`config.mk`:
```
export PLATFORM = sky130hd
export DESIGN_NAME = vtsup_supervisor
export DESIGN_NICKNAME = d
export VERILOG_FILES = /design/src/vtsup_pkg.sv /design/src/vtsup_supervisor.sv
export VERILOG_INCLUDE_DIRS = /design/src
export SDC_FILE = /design/constraint.sdc
export NUM_CORES = 1
export LEC_CHECK = 0
export ABC_CLOCK_PERIOD_IN_PS = 17880
export BUFFER_PORTS_ARGS = -buffer_cell sky130_fd_sc_hd__buf_2
export CAP_MARGIN = 10
export CORE_UTILIZATION = 25
export CTS_CLUSTER_DIAMETER = 100
export DETAILED_ROUTE_END_ITERATION = 8
export GPL_TIMING_DRIVEN = 0
export HOLD_SLACK_MARGIN = 0.03
export PLACE_DENSITY = 0.39
export SETUP_SLACK_MARGIN = 0.1
export SKIP_CTS_REPAIR_TIMING = 1
export SLEW_MARGIN = 20
export SYNTH_ARGS = -nofsm -noshare
export SYNTH_HDL_FRONTEND = slang
export SYNTH_SLANG_ARGS = --single-unit
```
`constraint.sdc`:
```
create_clock -name clock -period 17.88 [get_ports clock]
set_clock_uncertainty 0.1 [all_clocks]
set_input_delay 3.576 -clock clock [delete_from_list [all_inputs] [get_ports clock]]
set_output_delay 3.576 -clock clock [all_outputs]
set_load 0.02 [all_outputs]
```
`src/vtsup_regs.svh`:
```
// Constants for the voltage transformer supervisor.
// Summary of operation
// - Four channel magnitudes and angles arrive on a 5 ms update tick.
// - Pick-up when any of three voltages is below the low threshold.
// - Pick-up when two or more of three voltages exceed the high threshold.
// - Each phase continuously compares settings against its measured magnitude.
// - Angle shift below limit versus 40 ms earlier on all three phases blocks voltage pick-up; fuse pick-up is not blocked.
// - Bus fuse check setting, default yes, supervises the bus breaker-trip input.
// - Line fuse check setting, default yes, supervises the line breaker-trip input.
// - Mode selects on, blocked, test, test-blocked or off; mode is reported.
// - Status override to a chosen condition applies only with global forcing enabled.
// - Mode and override are static, not taken from the setting group.
// - Thresholds, angle limit and fuse checks change live without restart.
// - Bus state is dead, healthy normal, reversed, undefined, or problem.
// - Problem bus state whenever any pick-up condition holds.
// - Condition output reports normal, start, line fail, bus fail or blocked.
// - Expected operating time is reported in 5 ms steps up to 1800 s.
// - Blocking at pick-up gives blocked; an active start is reset by blocking.
// - Pick-up to operation uses a definite time delay.
`ifndef VTSUP_REGS_SVH
`define VTSUP_REGS_SVH
`define VTSUP_TICK_MS 5
`define VTSUP_HIST_MS 40
`define VTSUP_HIST_DEPTH (`VTSUP_HIST_MS / `VTSUP_TICK_MS)
`define VTSUP_LOW_RST 8'h05
`define VTSUP_HIGH_RST 8'h50
`define VTSUP_ANGLE_RST 16'h01F4
`define VTSUP_MAX_TIME 19'h5_7E40
`define VTSUP_DEAD_LVL 8'h05
`endif

```
`src/vtsup_pkg.sv`:
```
// Types for the voltage transformer supervisor.
package vtsup_pkg;
  typedef enum logic [2:0] {
    VTSUP_MODE_ON = 3'h0,
    VTSUP_MODE_BLOCKED = 3'h1,
    VTSUP_MODE_TEST = 3'h2,
    VTSUP_MODE_TEST_BLOCKED = 3'h3,
    VTSUP_MODE_OFF = 3'h4
  } vtsup_mode_t;
  typedef enum logic [2:0] {
    VTSUP_COND_NORMAL = 3'h0,
    VTSUP_COND_START = 3'h1,
    VTSUP_COND_LINE_FAIL = 3'h3,
    VTSUP_COND_BUS_FAIL = 3'h2,
    VTSUP_COND_BLOCKED = 3'h6
  } vtsup_cond_t;
  typedef enum logic [2:0] {
    VTSUP_BUS_DEAD = 3'h0,
    VTSUP_BUS_OK_NORMAL = 3'h1,
    VTSUP_BUS_OK_REVERSED = 3'h2,
    VTSUP_BUS_OK_UNDEFINED = 3'h3,
    VTSUP_BUS_PROBLEM = 3'h4
  } vtsup_bus_t;
  typedef enum logic [1:0] {
    VTSUP_SEQ_NORMAL = 2'h0,
    VTSUP_SEQ_REVERSED = 2'h1,
    VTSUP_SEQ_UNDEFINED = 2'h2
  } vtsup_seq_t;
  // Magnitudes in 0.01 of nominal, angles in 0.01 degree.
  typedef struct packed {
    logic [7:0] mag;
    logic [15:0] angle;
  } vtsup_chan_t;
  // Group settings; thresholds in 0.01 of nominal, angle limit in 0.01 degree.
  typedef struct packed {
    logic [7:0] low_pickup;
    logic [7:0] high_detect;
    logic [15:0] angle_limit;
    logic bus_fuse_check;
    logic line_fuse_check;
    logic [18:0] delay_ticks;
  } vtsup_group_t;
endpackage

```
`src/vtsup_supervisor.sv`:
```
// Voltage transformer supervisor core.
`timescale 1ns/1ps
`include "vtsup_regs.svh"
module vtsup_supervisor (
  input wire logic clock,
  input wire logic sys_rst,
  input wire logic meas_tick,
  input wire vtsup_pkg::vtsup_chan_t chan1_fundamental_mag,
  input wire vtsup_pkg::vtsup_chan_t chan2_fundamental_mag,
  input wire vtsup_pkg::vtsup_chan_t chan3_fundamental_mag,
  input wire vtsup_pkg::vtsup_chan_t chan4_fundamental_mag,
  input wire vtsup_pkg::vtsup_seq_t sequence_state,
  input wire vtsup_pkg::vtsup_group_t group_settings,
  input wire vtsup_pkg::vtsup_mode_t node_operating_mode,
  input wire vtsup_pkg::vtsup_cond_t status_override,
  input wire logic forcing_enable,
  input wire logic block_in,
  input wire logic bus_breaker_trip_input,
  input wire logic line_breaker_trip_input,
  output vtsup_pkg::vtsup_mode_t mode_in_effect,
  output vtsup_pkg::vtsup_cond_t supervision_condition,
  output vtsup_pkg::vtsup_bus_t bus_state,
  output logic line_transformer_failure,
  output logic bus_transformer_failure,
  output logic [2:0] low_ratio_flags,
  output logic [2:0] high_ratio_flags,
  output logic [18:0] expected_time,
  output logic signed [19:0] time_remaining
);
  import vtsup_pkg::*;

  // ****************************************
  // Input synchronisers for the pin inputs.
  // ****************************************
  logic [2:0] blk_sync_ff;
  logic [2:0] bus_sync_ff;
  logic [2:0] line_sync_ff;
  logic blk_ff;
  logic bus_trip_ff;
  logic line_trip_ff;

  always_ff @(posedge clock) begin
    if (sys_rst) begin
      blk_sync_ff <= 3'h0;
      bus_sync_ff <= 3'h0;
      line_sync_ff <= 3'h0;
    end else begin
      blk_sync_ff <= {blk_sync_ff[1:0], block_in};
      bus_sync_ff <= {bus_sync_ff[1:0], bus_breaker_trip_input};
      line_sync_ff <= {line_sync_ff[1:0], line_breaker_trip_input};
    end
  end

  always_ff @(posedge clock) begin
    if (sys_rst) begin
      blk_ff <= 1'b0;
      bus_trip_ff <= 1'b0;
      line_trip_ff <= 1'b0;
    end else begin
      if (blk_sync_ff[1] == blk_sync_ff[2]) begin
        blk_ff <= blk_sync_ff[2];
      end
      if (bus_sync_ff[1] == bus_sync_ff[2]) begin
        bus_trip_ff <= bus_sync_ff[2];
      end
      if (line_sync_ff[1] == line_sync_ff[2]) begin
        line_trip_ff <= line_sync_ff[2];
      end
    end
  end

  // ****************************************
  // Angle history and shift detection.
  // ****************************************
  function automatic logic [15:0] angle_diff(input logic [15:0] a, input logic [15:0] b);
    logic [15:0] d;
    d = (a >= b) ? (a - b) : (b - a);
    if (d > 16'h4650) begin
      d = 16'h8CA0 - d;
    end
    return d;
  endfunction

  logic [15:0] hist_ff [0:3][0:`VTSUP_HIST_DEPTH-1];
  logic [3:0] shift_ok;
  vtsup_chan_t chans [0:3];

  always_comb begin
    chans[0] = chan1_fundamental_mag;
    chans[1] = chan2_fundamental_mag;
    chans[2] = chan3_fundamental_mag;
    chans[3] = chan4_fundamental_mag;
  end

  always_ff @(posedge clock) begin
    if (sys_rst) begin
      for (int c = 0; c < 4; c++) begin
        for (int k = 0; k < `VTSUP_HIST_DEPTH; k++) begin
          hist_ff[c][k] <= 16'h0000;
        end
      end
    end else if (meas_tick) begin
      for (int c = 0; c < 4; c++) begin
        hist_ff[c][0] <= chans[c].angle;
        for (int k = 1; k < `VTSUP_HIST_DEPTH; k++) begin
          hist_ff[c][k] <= hist_ff[c][k-1];
        end
      end
    end
  end

  always_comb begin
    for (int c = 0; c < 4; c++) begin
      // Oldest entry is the angle 40 ms ago.
      shift_ok[c] = angle_diff(chans[c].angle, hist_ff[c][`VTSUP_HIST_DEPTH-1])
                    >= group_settings.angle_limit;
    end
  end

  // ****************************************
  // Pick-up evaluation.
  // ****************************************
  function automatic logic two_of_three(input logic [2:0] v);
    return (v[0] & v[1]) | (v[0] & v[2]) | (v[1] & v[2]);
  endfunction

  logic [2:0] low_cmp;
  logic [2:0] high_cmp;
  logic [2:0] live_cmp;
  logic volt_pickup;
  logic fuse_pickup;
  logic pickup;

  always_comb begin
    for (int p = 0; p < 3; p++) begin
      low_cmp[p] = chans[p].mag < group_settings.low_pickup;
      high_cmp[p] = chans[p].mag > group_settings.high_detect;
      live_cmp[p] = chans[p].mag >= `VTSUP_DEAD_LVL;
    end
    volt_pickup = ((|low_cmp) || two_of_three(high_cmp)) && (|shift_ok[2:0]);
    fuse_pickup = (group_settings.bus_fuse_check && bus_trip_ff)
                  || (group_settings.line_fuse_check && line_trip_ff);
    pickup = volt_pickup || fuse_pickup;
  end

  // ****************************************
  // Definite-time delay and condition.
  // ****************************************
  logic [18:0] elapsed_ff;
  logic start_ff;
  logic blocked_ff;
  logic fail_ff;
  logic bus_side_ff;
  logic mode_blocks;
  logic mode_off;
  logic tick_clear;
  logic tick_block;
  logic tick_run;
  logic delay_done;

  always_comb begin
    mode_off = (node_operating_mode == VTSUP_MODE_OFF);
    mode_blocks = (node_operating_mode == VTSUP_MODE_BLOCKED)
                  || (node_operating_mode == VTSUP_MODE_TEST_BLOCKED) || blk_ff;
    tick_clear = meas_tick && (mode_off || !pickup);
    tick_block = meas_tick && !tick_clear && mode_blocks;
    tick_run = meas_tick && !tick_clear && !mode_blocks;
    // Widened so that the largest delay setting cannot wrap the compare.
    delay_done = ({1'b0, elapsed_ff} + 20'h0_0001) >= {1'b0, group_settings.delay_ticks};
  end

  always_ff @(posedge clock) begin
    if (sys_rst) begin
      elapsed_ff <= 19'h0_0000;
    end else if (tick_clear || tick_block) begin
      elapsed_ff <= 19'h0_0000;
    end else if (tick_run) begin
      elapsed_ff <= delay_done ? group_settings.delay_ticks : elapsed_ff + 19'h0_0001;
    end
  end

  always_ff @(posedge clock) begin
    if (sys_rst) begin
      start_ff <= 1'b0;
    end else if (tick_clear || tick_block) begin
      start_ff <= 1'b0;
    end else if (tick_run) begin
      start_ff <= 1'b1;
    end
  end

  always_ff @(posedge clock) begin
    if (sys_rst) begin
      blocked_ff <= 1'b0;
    end else if (tick_clear || tick_run) begin
      blocked_ff <= 1'b0;
    end else if (tick_block) begin
      blocked_ff <= 1'b1;
    end
  end

  always_ff @(posedge clock) begin
    if (sys_rst) begin
      fail_ff <= 1'b0;
    end else if (tick_clear || tick_block) begin
      fail_ff <= 1'b0;
    end else if (tick_run && delay_done) begin
      fail_ff <= 1'b1;
    end
  end

  always_ff @(posedge clock) begin
    if (sys_rst) begin
      bus_side_ff <= 1'b0;
    end else if (tick_run) begin
      bus_side_ff <= group_settings.bus_fuse_check && bus_trip_ff;
    end
  end

  // ****************************************
  // Reported states.
  // ****************************************
  vtsup_cond_t cond;
  always_comb begin
    if (blocked_ff) begin
      cond = VTSUP_COND_BLOCKED;
    end else if (fail_ff) begin
      cond = bus_side_ff ? VTSUP_COND_BUS_FAIL : VTSUP_COND_LINE_FAIL;
    end else if (start_ff) begin
      cond = VTSUP_COND_START;
    end else begin
      cond = VTSUP_COND_NORMAL;
    end
    if (forcing_enable) begin
      cond = status_override;
    end
  end

  always_ff @(posedge clock) begin
    if (sys_rst) begin
      mode_in_effect <= VTSUP_MODE_ON;
      supervision_condition <= VTSUP_COND_NORMAL;
      line_transformer_failure <= 1'b0;
      bus_transformer_failure <= 1'b0;
    end else begin
      mode_in_effect <= node_operating_mode;
      supervision_condition <= cond;
      line_transformer_failure <= (cond == VTSUP_COND_LINE_FAIL);
      bus_transformer_failure <= (cond == VTSUP_COND_BUS_FAIL);
    end
  end

  function automatic logic [18:0] clamp_time(input logic [18:0] t);
    return (t > `VTSUP_MAX_TIME) ? `VTSUP_MAX_TIME : t;
  endfunction

  function automatic logic signed [19:0] ticks_left(input logic [18:0] total, input logic [18:0] used);
    return $signed({1'b0, total}) - $signed({1'b0, used});
  endfunction

  always_ff @(posedge clock) begin
    if (sys_rst) begin
      low_ratio_flags <= 3'h0;
      high_ratio_flags <= 3'h0;
    end else if (meas_tick) begin
      low_ratio_flags <= low_cmp;
      high_ratio_flags <= high_cmp;
    end
  end

  always_ff @(posedge clock) begin
    if (sys_rst) begin
      bus_state <= VTSUP_BUS_DEAD;
    end else if (meas_tick) begin
      if (volt_pickup || fuse_pickup) begin
        bus_state <= VTSUP_BUS_PROBLEM;
      end else if (live_cmp == 3'h0) begin
        bus_state <= VTSUP_BUS_DEAD;
      end else if (sequence_state == VTSUP_SEQ_REVERSED) begin
        bus_state <= VTSUP_BUS_OK_REVERSED;
      end else if (sequence_state == VTSUP_SEQ_UNDEFINED) begin
        bus_state <= VTSUP_BUS_OK_UNDEFINED;
      end else begin
        bus_state <= VTSUP_BUS_OK_NORMAL;
      end
    end
  end

  always_ff @(posedge clock) begin
    if (sys_rst) begin
      expected_time <= 19'h0_0000;
    end else begin
      expected_time <= clamp_time(group_settings.delay_ticks);
    end
  end

  always_ff @(posedge clock) begin
    if (sys_rst) begin
      time_remaining <= 20'sh0_0000;
    end else if (start_ff) begin
      time_remaining <= ticks_left(group_settings.delay_ticks, elapsed_ff);
    end else begin
      time_remaining <= 20'sh0_0000;
    end
  end
endmodule

```
==> impl_metrics.prom, run 1 <==
# TYPE chip_impl_metric gauge
chip_impl_metric{name="setup_total_negative_slack",unit="ns"} 0
chip_impl_info{name="min_path_type",value="reg2reg"} 1
chip_impl_metric{name="grt_util_all_layers",unit="%"} 13.44
chip_impl_info{name="startpoint_type",value="input port"} 1
chip_impl_metric{name="power_frac_seq",unit="%"} 39.4
chip_impl_metric{name="share_of_the_synthesized_area_in_the_top_cell_type",unit="%"} 42.32
chip_impl_info{name="reg2reg_to",value="elapsed_ff[6]$_SDFFE_PP0P_"} 1
chip_impl_metric{name="static-leakage-power",unit="nW"} 13.37
chip_impl_metric{name="clock_power_share",unit="%"} 36.9
chip_impl_info{name="tritoncts_clock_tree",value="yes"} 1
chip_impl_metric{name="clk-insertion-delay-late",unit="ns"} 0.66
chip_impl_metric{name="numClockSinks",unit=""} 475
chip_impl_info{name="hold_end",value="blk_sync_ff[1]$_SDFF_PP0_"} 1
chip_impl_metric{name="fmaxAchievable",unit="MHz"} 87.18
chip_impl_metric{name="die_height",unit="µm"} 332.1
chip_impl_metric{name="route.final.wire_length",unit="mm"} 75.57
chip_impl_metric{name="synth.ff_latch_count",unit=""} 475
chip_impl_info{name="rsz0062_at_grt",value="false"} 1
chip_impl_metric{name="maxCapViolCount",unit=""} 0
chip_impl_metric{name="floorplan.core_area",unit="mm²"} 0.1075
chip_impl_metric{name="finalSetupViolations",unit=""} 0
chip_impl_info{name="kind_of_end_point_of_the_critical_path",value="flip-flop"} 1
chip_impl_metric{name="post_synth.cell_area_avg",unit="µm²"} 10.56
chip_impl_info{name="synth_top_cells_by_area",value="edfxtp_1, ha_1, and2_1"} 1
chip_impl_info{name="ctsRootBufferMaster",value="clkbuf_16"} 1
chip_impl_metric{name="start_util",unit="%"} 25.34
chip_impl_metric{name="antenna_violating_nets_post_route",unit=""} 0
chip_impl_metric{name="drt-vias-per-instance",unit=""} 4.531
chip_impl_info{name="timing_worst_setup_path_type",value="in2reg"} 1
chip_impl_metric{name="placement_rows",unit=""} 120
chip_impl_metric{name="clockBufferDepth",unit=""} 3
chip_impl_metric{name="num-fill-cells",unit=""} 11170
chip_impl_metric{name="grt_pass1_wl",unit="mm"} 114.9
chip_impl_metric{name="cp.required",unit="ns"} 18.35
chip_impl_metric{name="tightest_slew",unit="ns"} 0.9210
chip_impl_metric{name="drt_drc_violations_left",unit=""} 0
chip_impl_metric{name="timing.slew.headroom",unit="%"} 38.60
chip_impl_metric{name="gpl_wtd_cong",unit=""} 0.8528
chip_impl_metric{name="vdd_drop_max",unit="mV"} 0.07466
chip_impl_metric{name="clkTransAtPathRegs",unit="ns"} 0.05
chip_impl_metric{name="post_synth_inst_count",unit=""} 2581
chip_impl_info{name="post-synth-top-area-cell",value="edfxtp_1"} 1
chip_impl_metric{name="hpwl",unit="mm"} 57.73
chip_impl_metric{name="p_per_area",unit="mW/mm²"} 102.1
chip_impl_metric{name="design.die.area",unit="mm²"} 0.1103
chip_impl_metric{name="cts_buffers",unit=""} 60
chip_impl_metric{name="grt_antenna_before_repair",unit=""} 8
chip_impl_info{name="worst_path_max_delay_cell",value="clkbuf_1"} 1
chip_impl_metric{name="finalCriticalPeriod",unit="ns"} 11.47
chip_impl_metric{name="netlist-cell-type-count",unit=""} 98
chip_impl_metric{name="switching_share",unit="%"} 30.24
chip_impl_metric{name="syn_nets",unit=""} 2981
chip_impl_metric{name="gr-total-overflow",unit=""} 0
chip_impl_metric{name="drive_gt1_share",unit="%"} 12.86
chip_impl_metric{name="nNetsFinal",unit=""} 3241
chip_impl_metric{name="total_power",unit="mW"} 3.271
chip_impl_metric{name="timing_hold_violations_final",unit=""} 0
chip_impl_metric{name="min_delay_path_depth",unit=""} 1
chip_impl_metric{name="drtIter0Drc",unit=""} 1162
chip_impl_metric{name="netlist_area",unit="mm²"} 0.02724
chip_impl_metric{name="route.detailed.wl_per_inst",unit="µm"} 17.61
chip_impl_info{name="synth_flop_cell",value="edfxtp_1"} 1
chip_impl_metric{name="overall_via_count_from_detail_route",unit=""} 19440
chip_impl_metric{name="worst_r2r_path_depth",unit=""} 34
chip_impl_metric{name="num_io_pins",unit=""} 220
chip_impl_info{name="synthTopCellsByCount",value="edfxtp_1, and2_1, ha_1, inv_1, nor2_1"} 1
chip_impl_metric{name="cts.htree.levels",unit=""} 2
chip_impl_metric{name="via_count_of_the_first_global_routing_pass",unit=""} 19310
chip_impl_metric{name="syn_to_final_growth",unit="%"} 17.61
chip_impl_metric{name="drt-pass1-iter-count",unit=""} 6
chip_impl_metric{name="critical_path_peak_fanout",unit=""} 10
chip_impl_metric{name="arrival",unit="ns"} 11.94
chip_impl_metric{name="power_switching",unit="mW"} 0.9890
chip_impl_metric{name="place.port_buffers",unit=""} 195
chip_impl_metric{name="largest_net_degree_at_the_start_of_global_routing",unit=""} 110
chip_impl_metric{name="crit_path_largest_cell_delay",unit="ns"} 0.53
chip_impl_info{name="yosys.cell_count.top_type",value="edfxtp_1"} 1
chip_impl_metric{name="post-route-period-util",unit="%"} 64.16
chip_impl_metric{name="pwr-share-comb",unit="%"} 23.7
chip_impl_metric{name="count_of_final_max_slew_check_failures",unit=""} 0
chip_impl_metric{name="count_of_flip_flops_with_a_built_in_enable_after_synthesis",unit=""} 384
chip_impl_metric{name="share_of_async_settable_or_async_resettable_flops_after_synthesis",unit="%"} 0
chip_impl_metric{name="synthesis.yosys.warnings",unit=""} 0
chip_impl_info{name="min-delay-start",value="blk_sync_ff[0]$_SDFF_PP0_"} 1
chip_impl_metric{name="intPower",unit="mW"} 2.282
chip_impl_metric{name="r2r_setup_slack",unit="ns"} 9.28
chip_impl_metric{name="synth_sequential_area_ratio",unit="%"} 49.01
chip_impl_info{name="critical_path.reg2reg.startpoint",value="hist_ff[1][0]$_SDFFCE_PN0P_"} 1
chip_impl_info{name="run_status",value="finished clean"} 1
chip_impl_metric{name="dieWidth",unit="µm"} 332.1
[metrics by stage]
step                hold slack [ns]  worst slack, ns  cells  util (%)  area [µm²]
floorplan                    0.3138            5.642   2581         -       27240
global placement             0.3378            1.245   4179     27.88       29980
detailed placement           0.3227            5.680   4182     27.97       30070
CTS                          0.3502            6.373   4289     29.80       32040
global route                 0.3571            5.691   4289     29.80       32040
finish                       0.3551            6.409   4291     29.81       32040
[worst max-delay path, delay by kind of cell]
family | cells | cell delay [ns]
adders and majority gates | 4 | 1.31
buffers and inverters | 6 | 1.52
and+or+nand+nor | 10 | 2.17
xor gates and xnor gates | 1 | 0.15
AOI/OAI and AO/OA | 15 | 3.18
[layer usage]
metal	part of all wire [%]	global-route usage [%]	vias up
met2	45	21.80	393
li1	-	-	9653
met3	4.1	2.429	113
met4	2.5	3.999	6
met5	0.045	0	-
met1	48	18.11	9278
[logic make-up (layout without fill, tap and decap cells)]
family / count (synthesis) / count (layout) / share of synthesized area (%)
AND/OR/NAND/NOR: 934 / 934 / 18.65
AO/OA/AOI/OAI: 508 / 508 / 12.54
flip-flops: 475 / 475 / 49.01
buffers and inverters: 302 / 607 / 4.491
adder cells (fa/ha/maj): 237 / 237 / 11.07
XOR/XNOR: 97 / 97 / 3.201
multiplexers: 28 / 28 / 1.033
other: 0 / 2 / 0
[worst max-delay path by stage]
stage                                  start                       endpoint  slack (ns)  cells after the start
floorplan                          meas_tick    hist_ff[0][0]$_SDFFCE_PN0P_        5.64                      3
global placement                     sys_rst  hist_ff[0][232]$_SDFFCE_PN0P_        1.24                      4
detailed placement  chan3_fundamental_mag[0]     elapsed_ff[7]$_SDFFE_PP0P_        5.68                     36
CTS                 chan3_fundamental_mag[0]     elapsed_ff[7]$_SDFFE_PP0P_        6.37                     36
global route        chan3_fundamental_mag[0]    elapsed_ff[14]$_SDFFE_PP0P_        5.69                     36
finish              chan3_fundamental_mag[0]     elapsed_ff[6]$_SDFFE_PP0P_        6.41                     36
[state kept, by name (all words and copies together) (netlist names), 3 cells and up]
name                   flops
mode_in_effect             3
time_remaining            20
bus_sync_ff                3
expected_time             19
elapsed_ff                19
supervision_condition      3
line_sync_ff               3
blk_sync_ff                3
hist_ff                  384
low_ratio_flags            3
bus_state                  3
high_ratio_flags           3
[layout by cell type, fill, tap and decap left out, types with 60 or more instances in the layout]
cell       Yosys  routed
clkbuf_1      77      83
nand2_1      119     119
and2_1       351     351
o21ai_0       97      97
ha_1         229     229
buf_2         12     207
a21oi_1      121     121
inv_1        196     195
xnor2_1       65      65
dfxtp_1       91      91
clkbuf_16      0      60
nor2_1       189     189
edfxtp_1     384     384
[layout make-up]
| type | count | area, µm² | share of cell area, % |
|---|---|---|---|
| clock buffers | 69 | 1565 | 4.885 |
| clock inverters | 38 | 406.6 | 1.269 |
| repair buffers | 198 | 1059 | 3.303 |
| diodes | 2 | 5.005 | 0.01562 |
| inverters | 196 | 743.2 | 2.319 |
| flip-flops and latches | 475 | 13350 | 41.67 |
| multi-input cells | 1804 | 12670 | 39.54 |
| well taps | 1403 | 1755 | 5.478 |
| plain buffers | 106 | 488.0 | 1.523 |
[power by group through the flow]
stage	clock network, mW	registers (mW)	logic [mW]
after floorplan	0	1.33	0.535
after global placement	0	1.33	0.767
after detailed placement	0	1.31	0.778
after CTS	1.25	1.29	0.783
after global routing	1.29	1.30	0.866
final	1.21	1.29	0.774
Power figures use the tool's default switching activity.
==> run 2: changes to the inputs <==
--- a/config.mk
+++ b/config.mk
@@ -6,7 +6,7 @@
 export SDC_FILE = /design/constraint.sdc
 export NUM_CORES = 1
 export LEC_CHECK = 0
-export ABC_CLOCK_PERIOD_IN_PS = 17880
+export ABC_CLOCK_PERIOD_IN_PS = 10100
 export BUFFER_PORTS_ARGS = -buffer_cell sky130_fd_sc_hd__buf_2
 export CAP_MARGIN = 10
 export CORE_UTILIZATION = 25
@@ -14,7 +14,7 @@
 export DETAILED_ROUTE_END_ITERATION = 8
 export GPL_TIMING_DRIVEN = 0
 export HOLD_SLACK_MARGIN = 0.03
-export PLACE_DENSITY = 0.39
+export PLACE_DENSITY = 0.4
 export SETUP_SLACK_MARGIN = 0.1
 export SKIP_CTS_REPAIR_TIMING = 1
 export SLEW_MARGIN = 20
==> constraint.sdc (replaced) <==
create_clock -name clock -period 10.1 [get_ports clock]
set_clock_uncertainty 0.1 [all_clocks]
set_input_delay 2.02 -clock clock [delete_from_list [all_inputs] [get_ports clock]]
set_output_delay 2.02 -clock clock [all_outputs]
set_load 0.02 [all_outputs]
==> run 2 against run 1 <==
First-iteration DRC count decreased by 6.6%. Setup slack lost 5.8 ns. Die area did not move. Non-clock buffer count is 9 higher. Clock-buffer cell count is the same.
==> impl_metrics.prom, run 2 (synthesized netlist as in run 1, its figures left out) <==
# TYPE chip_impl_metric gauge
chip_impl_metric{name="timing.slew.headroom",unit="%"} 43.19
chip_impl_metric{name="tightest_slew",unit="ns"} 0.8522
chip_impl_metric{name="fmaxAchievable",unit="MHz"} 105.3
chip_impl_metric{name="route.final.wire_length",unit="mm"} 75.43
chip_impl_info{name="rsz0062_at_grt",value="false"} 1
chip_impl_metric{name="arrival",unit="ns"} 9.89
chip_impl_metric{name="largest_net_degree_at_the_start_of_global_routing",unit=""} 36
chip_impl_info{name="tritoncts_clock_tree",value="yes"} 1
chip_impl_metric{name="post-place-cells",unit=""} 4192
chip_impl_metric{name="route.detailed.wl_per_inst",unit="µm"} 17.54
chip_impl_info{name="timing_worst_setup_path_type",value="in2reg"} 1
chip_impl_metric{name="drtIter0Drc",unit=""} 1085
chip_impl_metric{name="clkTransAtPathRegs",unit="ns"} 0.06
chip_impl_metric{name="count_of_final_max_slew_check_failures",unit=""} 0
chip_impl_metric{name="finalCriticalPeriod",unit="ns"} 9.492
chip_impl_info{name="run_status",value="finished clean"} 1
chip_impl_info{name="kind_of_end_point_of_the_critical_path",value="flip-flop"} 1
chip_impl_metric{name="placement_rows",unit=""} 120
chip_impl_metric{name="floorplan.core_area",unit="mm²"} 0.1075
chip_impl_metric{name="drt_drc_violations_left",unit=""} 0
chip_impl_metric{name="timing_hold_violations_final",unit=""} 0
chip_impl_metric{name="multi_input_comb_area",unit="mm²"} 0.01267
chip_impl_metric{name="place.port_buffers",unit=""} 195
chip_impl_metric{name="clockBufferDepth",unit=""} 3
chip_impl_info{name="startpoint_type",value="input port"} 1
chip_impl_metric{name="design.die.area",unit="mm²"} 0.1103
chip_impl_metric{name="grt_antenna_before_repair",unit=""} 16
chip_impl_metric{name="cts.htree.levels",unit=""} 2
chip_impl_metric{name="grt_util_all_layers",unit="%"} 13.56
chip_impl_metric{name="vdd_drop_max",unit="mV"} 0.1154
chip_impl_info{name="register_with_the_highest_flop_count",value="hist_ff"} 1
chip_impl_metric{name="r2r_setup_slack",unit="ns"} 1.90
chip_impl_info{name="worst_path_max_delay_cell",value="clkbuf_1"} 1
chip_impl_metric{name="gr-total-overflow",unit=""} 0
chip_impl_info{name="leading_cell_type_in_the_layout_fill_and_taps_excluded",value="edfxtp_1"} 1
chip_impl_metric{name="static-leakage-power",unit="nW"} 13.38
chip_impl_metric{name="overall_via_count_from_detail_route",unit=""} 19470
chip_impl_info{name="critical_path.reg2reg.startpoint",value="hist_ff[1][0]$_SDFFCE_PN0P_"} 1
chip_impl_metric{name="cp.required",unit="ns"} 10.50
chip_impl_info{name="leading_cell_types_in_the_layout_fill_and_taps_excluded",value="edfxtp_1, and2_1, ha_1"} 1
chip_impl_metric{name="crit_path_largest_cell_delay",unit="ns"} 0.54
chip_impl_info{name="reg2reg_to",value="elapsed_ff[11]$_SDFFE_PP0P_"} 1
chip_impl_info{name="min_path_type",value="reg2reg"} 1
chip_impl_metric{name="fin_cells",unit=""} 4301
chip_impl_metric{name="cts_buffers",unit=""} 57
chip_impl_metric{name="num-fill-cells",unit=""} 11170
chip_impl_metric{name="hpwl",unit="mm"} 58.82
chip_impl_metric{name="final_core_density",unit="%"} 29.83
chip_impl_metric{name="p_per_area",unit="mW/mm²"} 176.0
chip_impl_metric{name="post-route-period-util",unit="%"} 93.98
chip_impl_info{name="ctsRootBufferMaster",value="clkbuf_16"} 1
chip_impl_metric{name="largest_register_ffs",unit=""} 384
chip_impl_metric{name="maxCapViolCount",unit=""} 0
chip_impl_metric{name="drt-vias-per-instance",unit=""} 4.527
chip_impl_metric{name="layout.area.seq",unit="mm²"} 0.01335
chip_impl_metric{name="grt_pass1_wl",unit="mm"} 116.6
chip_impl_metric{name="worst_r2r_path_depth",unit=""} 34
chip_impl_metric{name="numClockSinks",unit=""} 475
chip_impl_metric{name="syn_to_final_growth",unit="%"} 17.72
chip_impl_info{name="largestRegisters",value="hist_ff (384), time_remaining (20)"} 1
chip_impl_info{name="hold_end",value="line_sync_ff[1]$_SDFF_PP0_"} 1
chip_impl_metric{name="gpl_wtd_cong",unit=""} 0.8658
chip_impl_metric{name="drt-pass1-iter-count",unit=""} 7
chip_impl_metric{name="dieWidth",unit="µm"} 332.1
chip_impl_metric{name="via_count_of_the_first_global_routing_pass",unit=""} 19420
chip_impl_metric{name="drive_gt1_share",unit="%"} 12.92
chip_impl_metric{name="clk-insertion-delay-late",unit="ns"} 0.66
chip_impl_metric{name="critical_path_peak_fanout",unit=""} 10
chip_impl_metric{name="finalSetupViolations",unit=""} 0
chip_impl_metric{name="total_power",unit="mW"} 5.645
chip_impl_metric{name="nNetsFinal",unit=""} 3247
chip_impl_metric{name="start_util",unit="%"} 25.34
chip_impl_metric{name="antenna_violating_nets_post_route",unit=""} 0
chip_impl_metric{name="die_height",unit="µm"} 332.1
chip_impl_metric{name="min_delay_path_depth",unit=""} 1
chip_impl_info{name="min-delay-start",value="line_sync_ff[0]$_SDFF_PP0_"} 1
chip_impl_metric{name="num_io_pins",unit=""} 220
[run 2: worst max path at each step]
stage / from / endpoint / slack [ns] / cells past startpoint
finish: chan3_fundamental_mag[0] / elapsed_ff[11]$_SDFFE_PP0P_ / 0.61 / 36
global route: chan3_fundamental_mag[0] / elapsed_ff[11]$_SDFFE_PP0P_ / 0.11 / 36
CTS: chan3_fundamental_mag[0] / elapsed_ff[8]$_SDFFE_PP0P_ / 0.24 / 36
detailed placement: chan3_fundamental_mag[0] / elapsed_ff[8]$_SDFFE_PP0P_ / -0.44 / 36
global placement: sys_rst / hist_ff[0][198]$_SDFFCE_PN0P_ / -2.66 / 4
floorplan: meas_tick / hist_ff[0][0]$_SDFFCE_PN0P_ / 1.07 / 3
[run 2: critical path: cells and delay by family]
| kind | cells | cell delay (ns) |
|---|---|---|
| adders and majority gates | 4 | 1.30 |
| xor gates and xnor gates | 1 | 0.14 |
| buffers and inverters | 6 | 1.33 |
| AOI/OAI and AO/OA | 15 | 3.08 |
| and+or+nand+nor | 10 | 2.02 |
[run 2: report_power, final]
part           total [mW]  switching [mW]  internal [mW]
clock network        1.99           0.858           1.13
logic                1.37           0.834          0.541
registers            2.28          0.0385           2.24
total                5.65            1.73           3.91
[run 2: layout make-up]
type	count	area share, %
buffer	104	1.506
multi-input combinational	1804	39.50
timing repair buffer	209	3.925
tap	1403	5.473
antenna	4	0.03121
clock buffer	69	4.650
sequential	475	41.63
inverter	196	2.306
clock inverter	37	0.9753
[run 2: stage by stage]
step	setup TNS (ns)	instance area [µm²]	hold slack [ns]	worst slack (ns)
2_1_floorplan	0	27250	0.3138	1.073
3_3_place_gp	-1011.24	29980	0.3343	-2.656
3_5_place_dp	-4.941	30260	0.3316	-0.4363
4_1_cts	0	32060	0.3213	0.2388
5_1_grt	0	32060	0.3445	0.1111
6_report	0	32070	0.3283	0.6077
[run 2: metal layers]
| metal | up-vias | GRT usage (%) | routed length, µm |
|---|---|---|---|
| li1 | 9673 | - | - |
| met1 | 9335 | 18.10 | 35420 |
| met2 | 344 | 22.19 | 34760 |
| met3 | 109 | 2.604 | 3330 |
| met4 | 8 | 3.822 | 1873 |
| met5 | - | 0 | 44 |
==> run 3: changes to the inputs <==
--- a/config.mk
+++ b/config.mk
@@ -12,7 +12,7 @@
 export CORE_UTILIZATION = 25
 export CTS_CLUSTER_DIAMETER = 100
 export DETAILED_ROUTE_END_ITERATION = 8
-export GPL_TIMING_DRIVEN = 0
+export GPL_TIMING_DRIVEN = 1
 export HOLD_SLACK_MARGIN = 0.03
 export PLACE_DENSITY = 0.4
 export SETUP_SLACK_MARGIN = 0.1
==> run 3 against run 2 <==
Fmax is 4.1% higher. Utilization fell by 0.59 points. Clock power about the same. Flip-flop and latch count is the same. Total power fell by 1.5%. Sequential share of layout area grew 0.85 points. Sequential power about the same. Combinational power decreased by 5%. First-iteration DRC count shrank 8.8%. Critical endpoint is now elapsed_ff[9]$_SDFFE_PP0P_. Largest power group unchanged. Highest routed layer unchanged.
==> impl_metrics.prom, run 3 (synthesized netlist as in run 1, its figures left out) <==
# TYPE chip_impl_metric gauge
chip_impl_metric{name="final_core_density",unit="%"} 29.24
chip_impl_metric{name="tightest_slew",unit="ns"} 1.034
chip_impl_metric{name="multi_input_comb_area",unit="mm²"} 0.01268
chip_impl_metric{name="count_of_final_max_slew_check_failures",unit=""} 0
chip_impl_metric{name="dieWidth",unit="µm"} 332.1
chip_impl_metric{name="start_util",unit="%"} 25.34
chip_impl_info{name="startpoint_type",value="input port"} 1
chip_impl_info{name="kind_of_end_point_of_the_critical_path",value="flip-flop"} 1
chip_impl_info{name="ctsRootBufferMaster",value="clkbuf_16"} 1
chip_impl_metric{name="numClockSinks",unit=""} 475
chip_impl_metric{name="fin_hold_ws",unit="ns"} 0.3496
chip_impl_metric{name="post-route-period-util",unit="%"} 90.31
chip_impl_metric{name="critical_path_peak_fanout",unit=""} 17
chip_impl_metric{name="die_height",unit="µm"} 332.1
chip_impl_metric{name="grt_util_all_layers",unit="%"} 12.40
chip_impl_metric{name="drt-pass1-iter-count",unit=""} 7
chip_impl_metric{name="total_power",unit="mW"} 5.559
chip_impl_metric{name="finalCriticalPeriod",unit="ns"} 9.121
chip_impl_metric{name="arrival",unit="ns"} 9.55
chip_impl_metric{name="clockBufferDepth",unit=""} 3
chip_impl_metric{name="vdd_drop_max",unit="mV"} 0.1123
chip_impl_metric{name="syn_to_final_growth",unit="%"} 15.38
chip_impl_metric{name="static-leakage-power",unit="nW"} 13.10
chip_impl_metric{name="drive_gt1_share",unit="%"} 12.37
chip_impl_metric{name="drtIter0Drc",unit=""} 989
chip_impl_info{name="worst_path_max_delay_cell",value="a222oi_1"} 1
chip_impl_metric{name="num_io_pins",unit=""} 220
chip_impl_metric{name="p_per_area",unit="mW/mm²"} 176.8
chip_impl_metric{name="gr-total-overflow",unit=""} 0
chip_impl_info{name="leading_cell_type_in_the_layout_fill_and_taps_excluded",value="edfxtp_1"} 1
chip_impl_metric{name="largest_register_ffs",unit=""} 384
chip_impl_metric{name="drt-vias-per-instance",unit=""} 4.532
chip_impl_metric{name="route.detailed.wl_per_inst",unit="µm"} 16.31
chip_impl_info{name="tritoncts_clock_tree",value="yes"} 1
chip_impl_metric{name="maxCapViolCount",unit=""} 0
chip_impl_metric{name="hpwl",unit="mm"} 49.10
chip_impl_metric{name="dpl_cell_area",unit="mm²"} 0.02964
chip_impl_info{name="largestRegisters",value="hist_ff (384), time_remaining (20)"} 1
chip_impl_metric{name="finalSetupViolations",unit=""} 0
chip_impl_metric{name="via_count_of_the_first_global_routing_pass",unit=""} 19160
chip_impl_info{name="leading_cell_types_in_the_layout_fill_and_taps_excluded",value="edfxtp_1, and2_1, ha_1"} 1
chip_impl_metric{name="floorplan.core_area",unit="mm²"} 0.1075
chip_impl_metric{name="gpl_wtd_cong",unit=""} 0.8257
chip_impl_metric{name="cts_buffers",unit=""} 56
chip_impl_metric{name="postLayoutCellArea",unit="mm²"} 0.03143
chip_impl_metric{name="clk-insertion-delay-late",unit="ns"} 0.64
chip_impl_metric{name="num-fill-cells",unit=""} 11180
chip_impl_metric{name="cp.required",unit="ns"} 10.52
chip_impl_metric{name="grt_pass1_wl",unit="mm"} 110.0
chip_impl_metric{name="setup_total_negative_slack",unit="ns"} 0
chip_impl_info{name="rsz0062_at_grt",value="false"} 1
chip_impl_info{name="min_path_type",value="reg2reg"} 1
chip_impl_metric{name="cts.htree.levels",unit=""} 2
chip_impl_metric{name="timing_hold_violations_final",unit=""} 0
chip_impl_info{name="critical-path-top-delay-family",value="compound AO/OA/AOI/OAI gates"} 1
chip_impl_info{name="timing_worst_setup_path_type",value="in2reg"} 1
chip_impl_metric{name="crit_path_largest_cell_delay",unit="ns"} 0.61
chip_impl_metric{name="route.final.wire_length",unit="mm"} 68.44
chip_impl_metric{name="layout.area.seq",unit="mm²"} 0.01335
chip_impl_metric{name="grt_antenna_before_repair",unit=""} 13
chip_impl_metric{name="clkTransAtPathRegs",unit="ns"} 0.06
chip_impl_metric{name="nNetsFinal",unit=""} 3144
chip_impl_metric{name="largest_net_degree_at_the_start_of_global_routing",unit=""} 166
chip_impl_metric{name="fmaxAchievable",unit="MHz"} 109.6
chip_impl_metric{name="antenna_violating_nets_post_route",unit=""} 0
chip_impl_metric{name="design.die.area",unit="mm²"} 0.1103
chip_impl_metric{name="worst-path-buf-inv",unit=""} 2
chip_impl_metric{name="placement_rows",unit=""} 120
chip_impl_metric{name="drt_drc_violations_left",unit=""} 0
chip_impl_metric{name="place.port_buffers",unit=""} 195
chip_impl_metric{name="timing.slew.headroom",unit="%"} 31.04
chip_impl_info{name="path_common_cell",value="ha_1"} 1
chip_impl_metric{name="overall_via_count_from_detail_route",unit=""} 19020
chip_impl_info{name="run_status",value="finished clean"} 1
chip_impl_info{name="register_with_the_highest_flop_count",value="hist_ff"} 1
-- run 3: through the flow --
step | instances | setup slack, ns
after floorplan | 2581 | 1.073
after global placement | 4089 | 0.3764
after detailed placement | 4089 | 0.3824
after CTS | 4193 | 1.057
after global routing | 4193 | 0.4147
final | 4197 | 0.9787
-- run 3: cell type report --
cell class                      count  share of cell area (%)
Sequential cell                   475                   42.48
Multi-Input combinational cell   1804                   40.34
Tap cell                         1403                   5.585
Clock buffer                       82                   5.103
Timing Repair Buffer              211                   3.527
Inverter                          196                   2.352
Clock inverter                     22                  0.5811
Antenna cell                        4                 0.03184
-- run 3: layer usage --
metal / GRT usage [%] / routed length [µm]
met5: 0 / 62
met4: 3.113 / 1349
met3: 2.908 / 3390
met2: 19.75 / 31000
met1: 16.81 / 32640
-- run 3: where the power goes --
group          internal (mW)  leakage, nW  switching [mW]  total (mW)
Sequential              2.24         4.99          0.0381        2.28
Clock                   1.15        0.865           0.822        1.97
Combinational          0.514         7.25           0.791        1.30
Total                   3.91         13.1            1.65        5.56
-- run 3: worst paths after layout --
| check | startpoint | end | slack [ns] | cells after the start |
|---|---|---|---|---|
| min | blk_sync_ff[0]$_SDFF_PP0_ | blk_sync_ff[1]$_SDFF_PP0_ | 0.35 | 1 |
| max reg2reg | hist_ff[1][0]$_SDFFCE_PN0P_ | elapsed_ff[9]$_SDFFE_PP0P_ | 2.13 | 30 |
| min reg2reg | blk_sync_ff[0]$_SDFF_PP0_ | blk_sync_ff[1]$_SDFF_PP0_ | 0.35 | 1 |
| max | chan3_fundamental_mag[0] | elapsed_ff[9]$_SDFFE_PP0P_ | 0.98 | 32 |
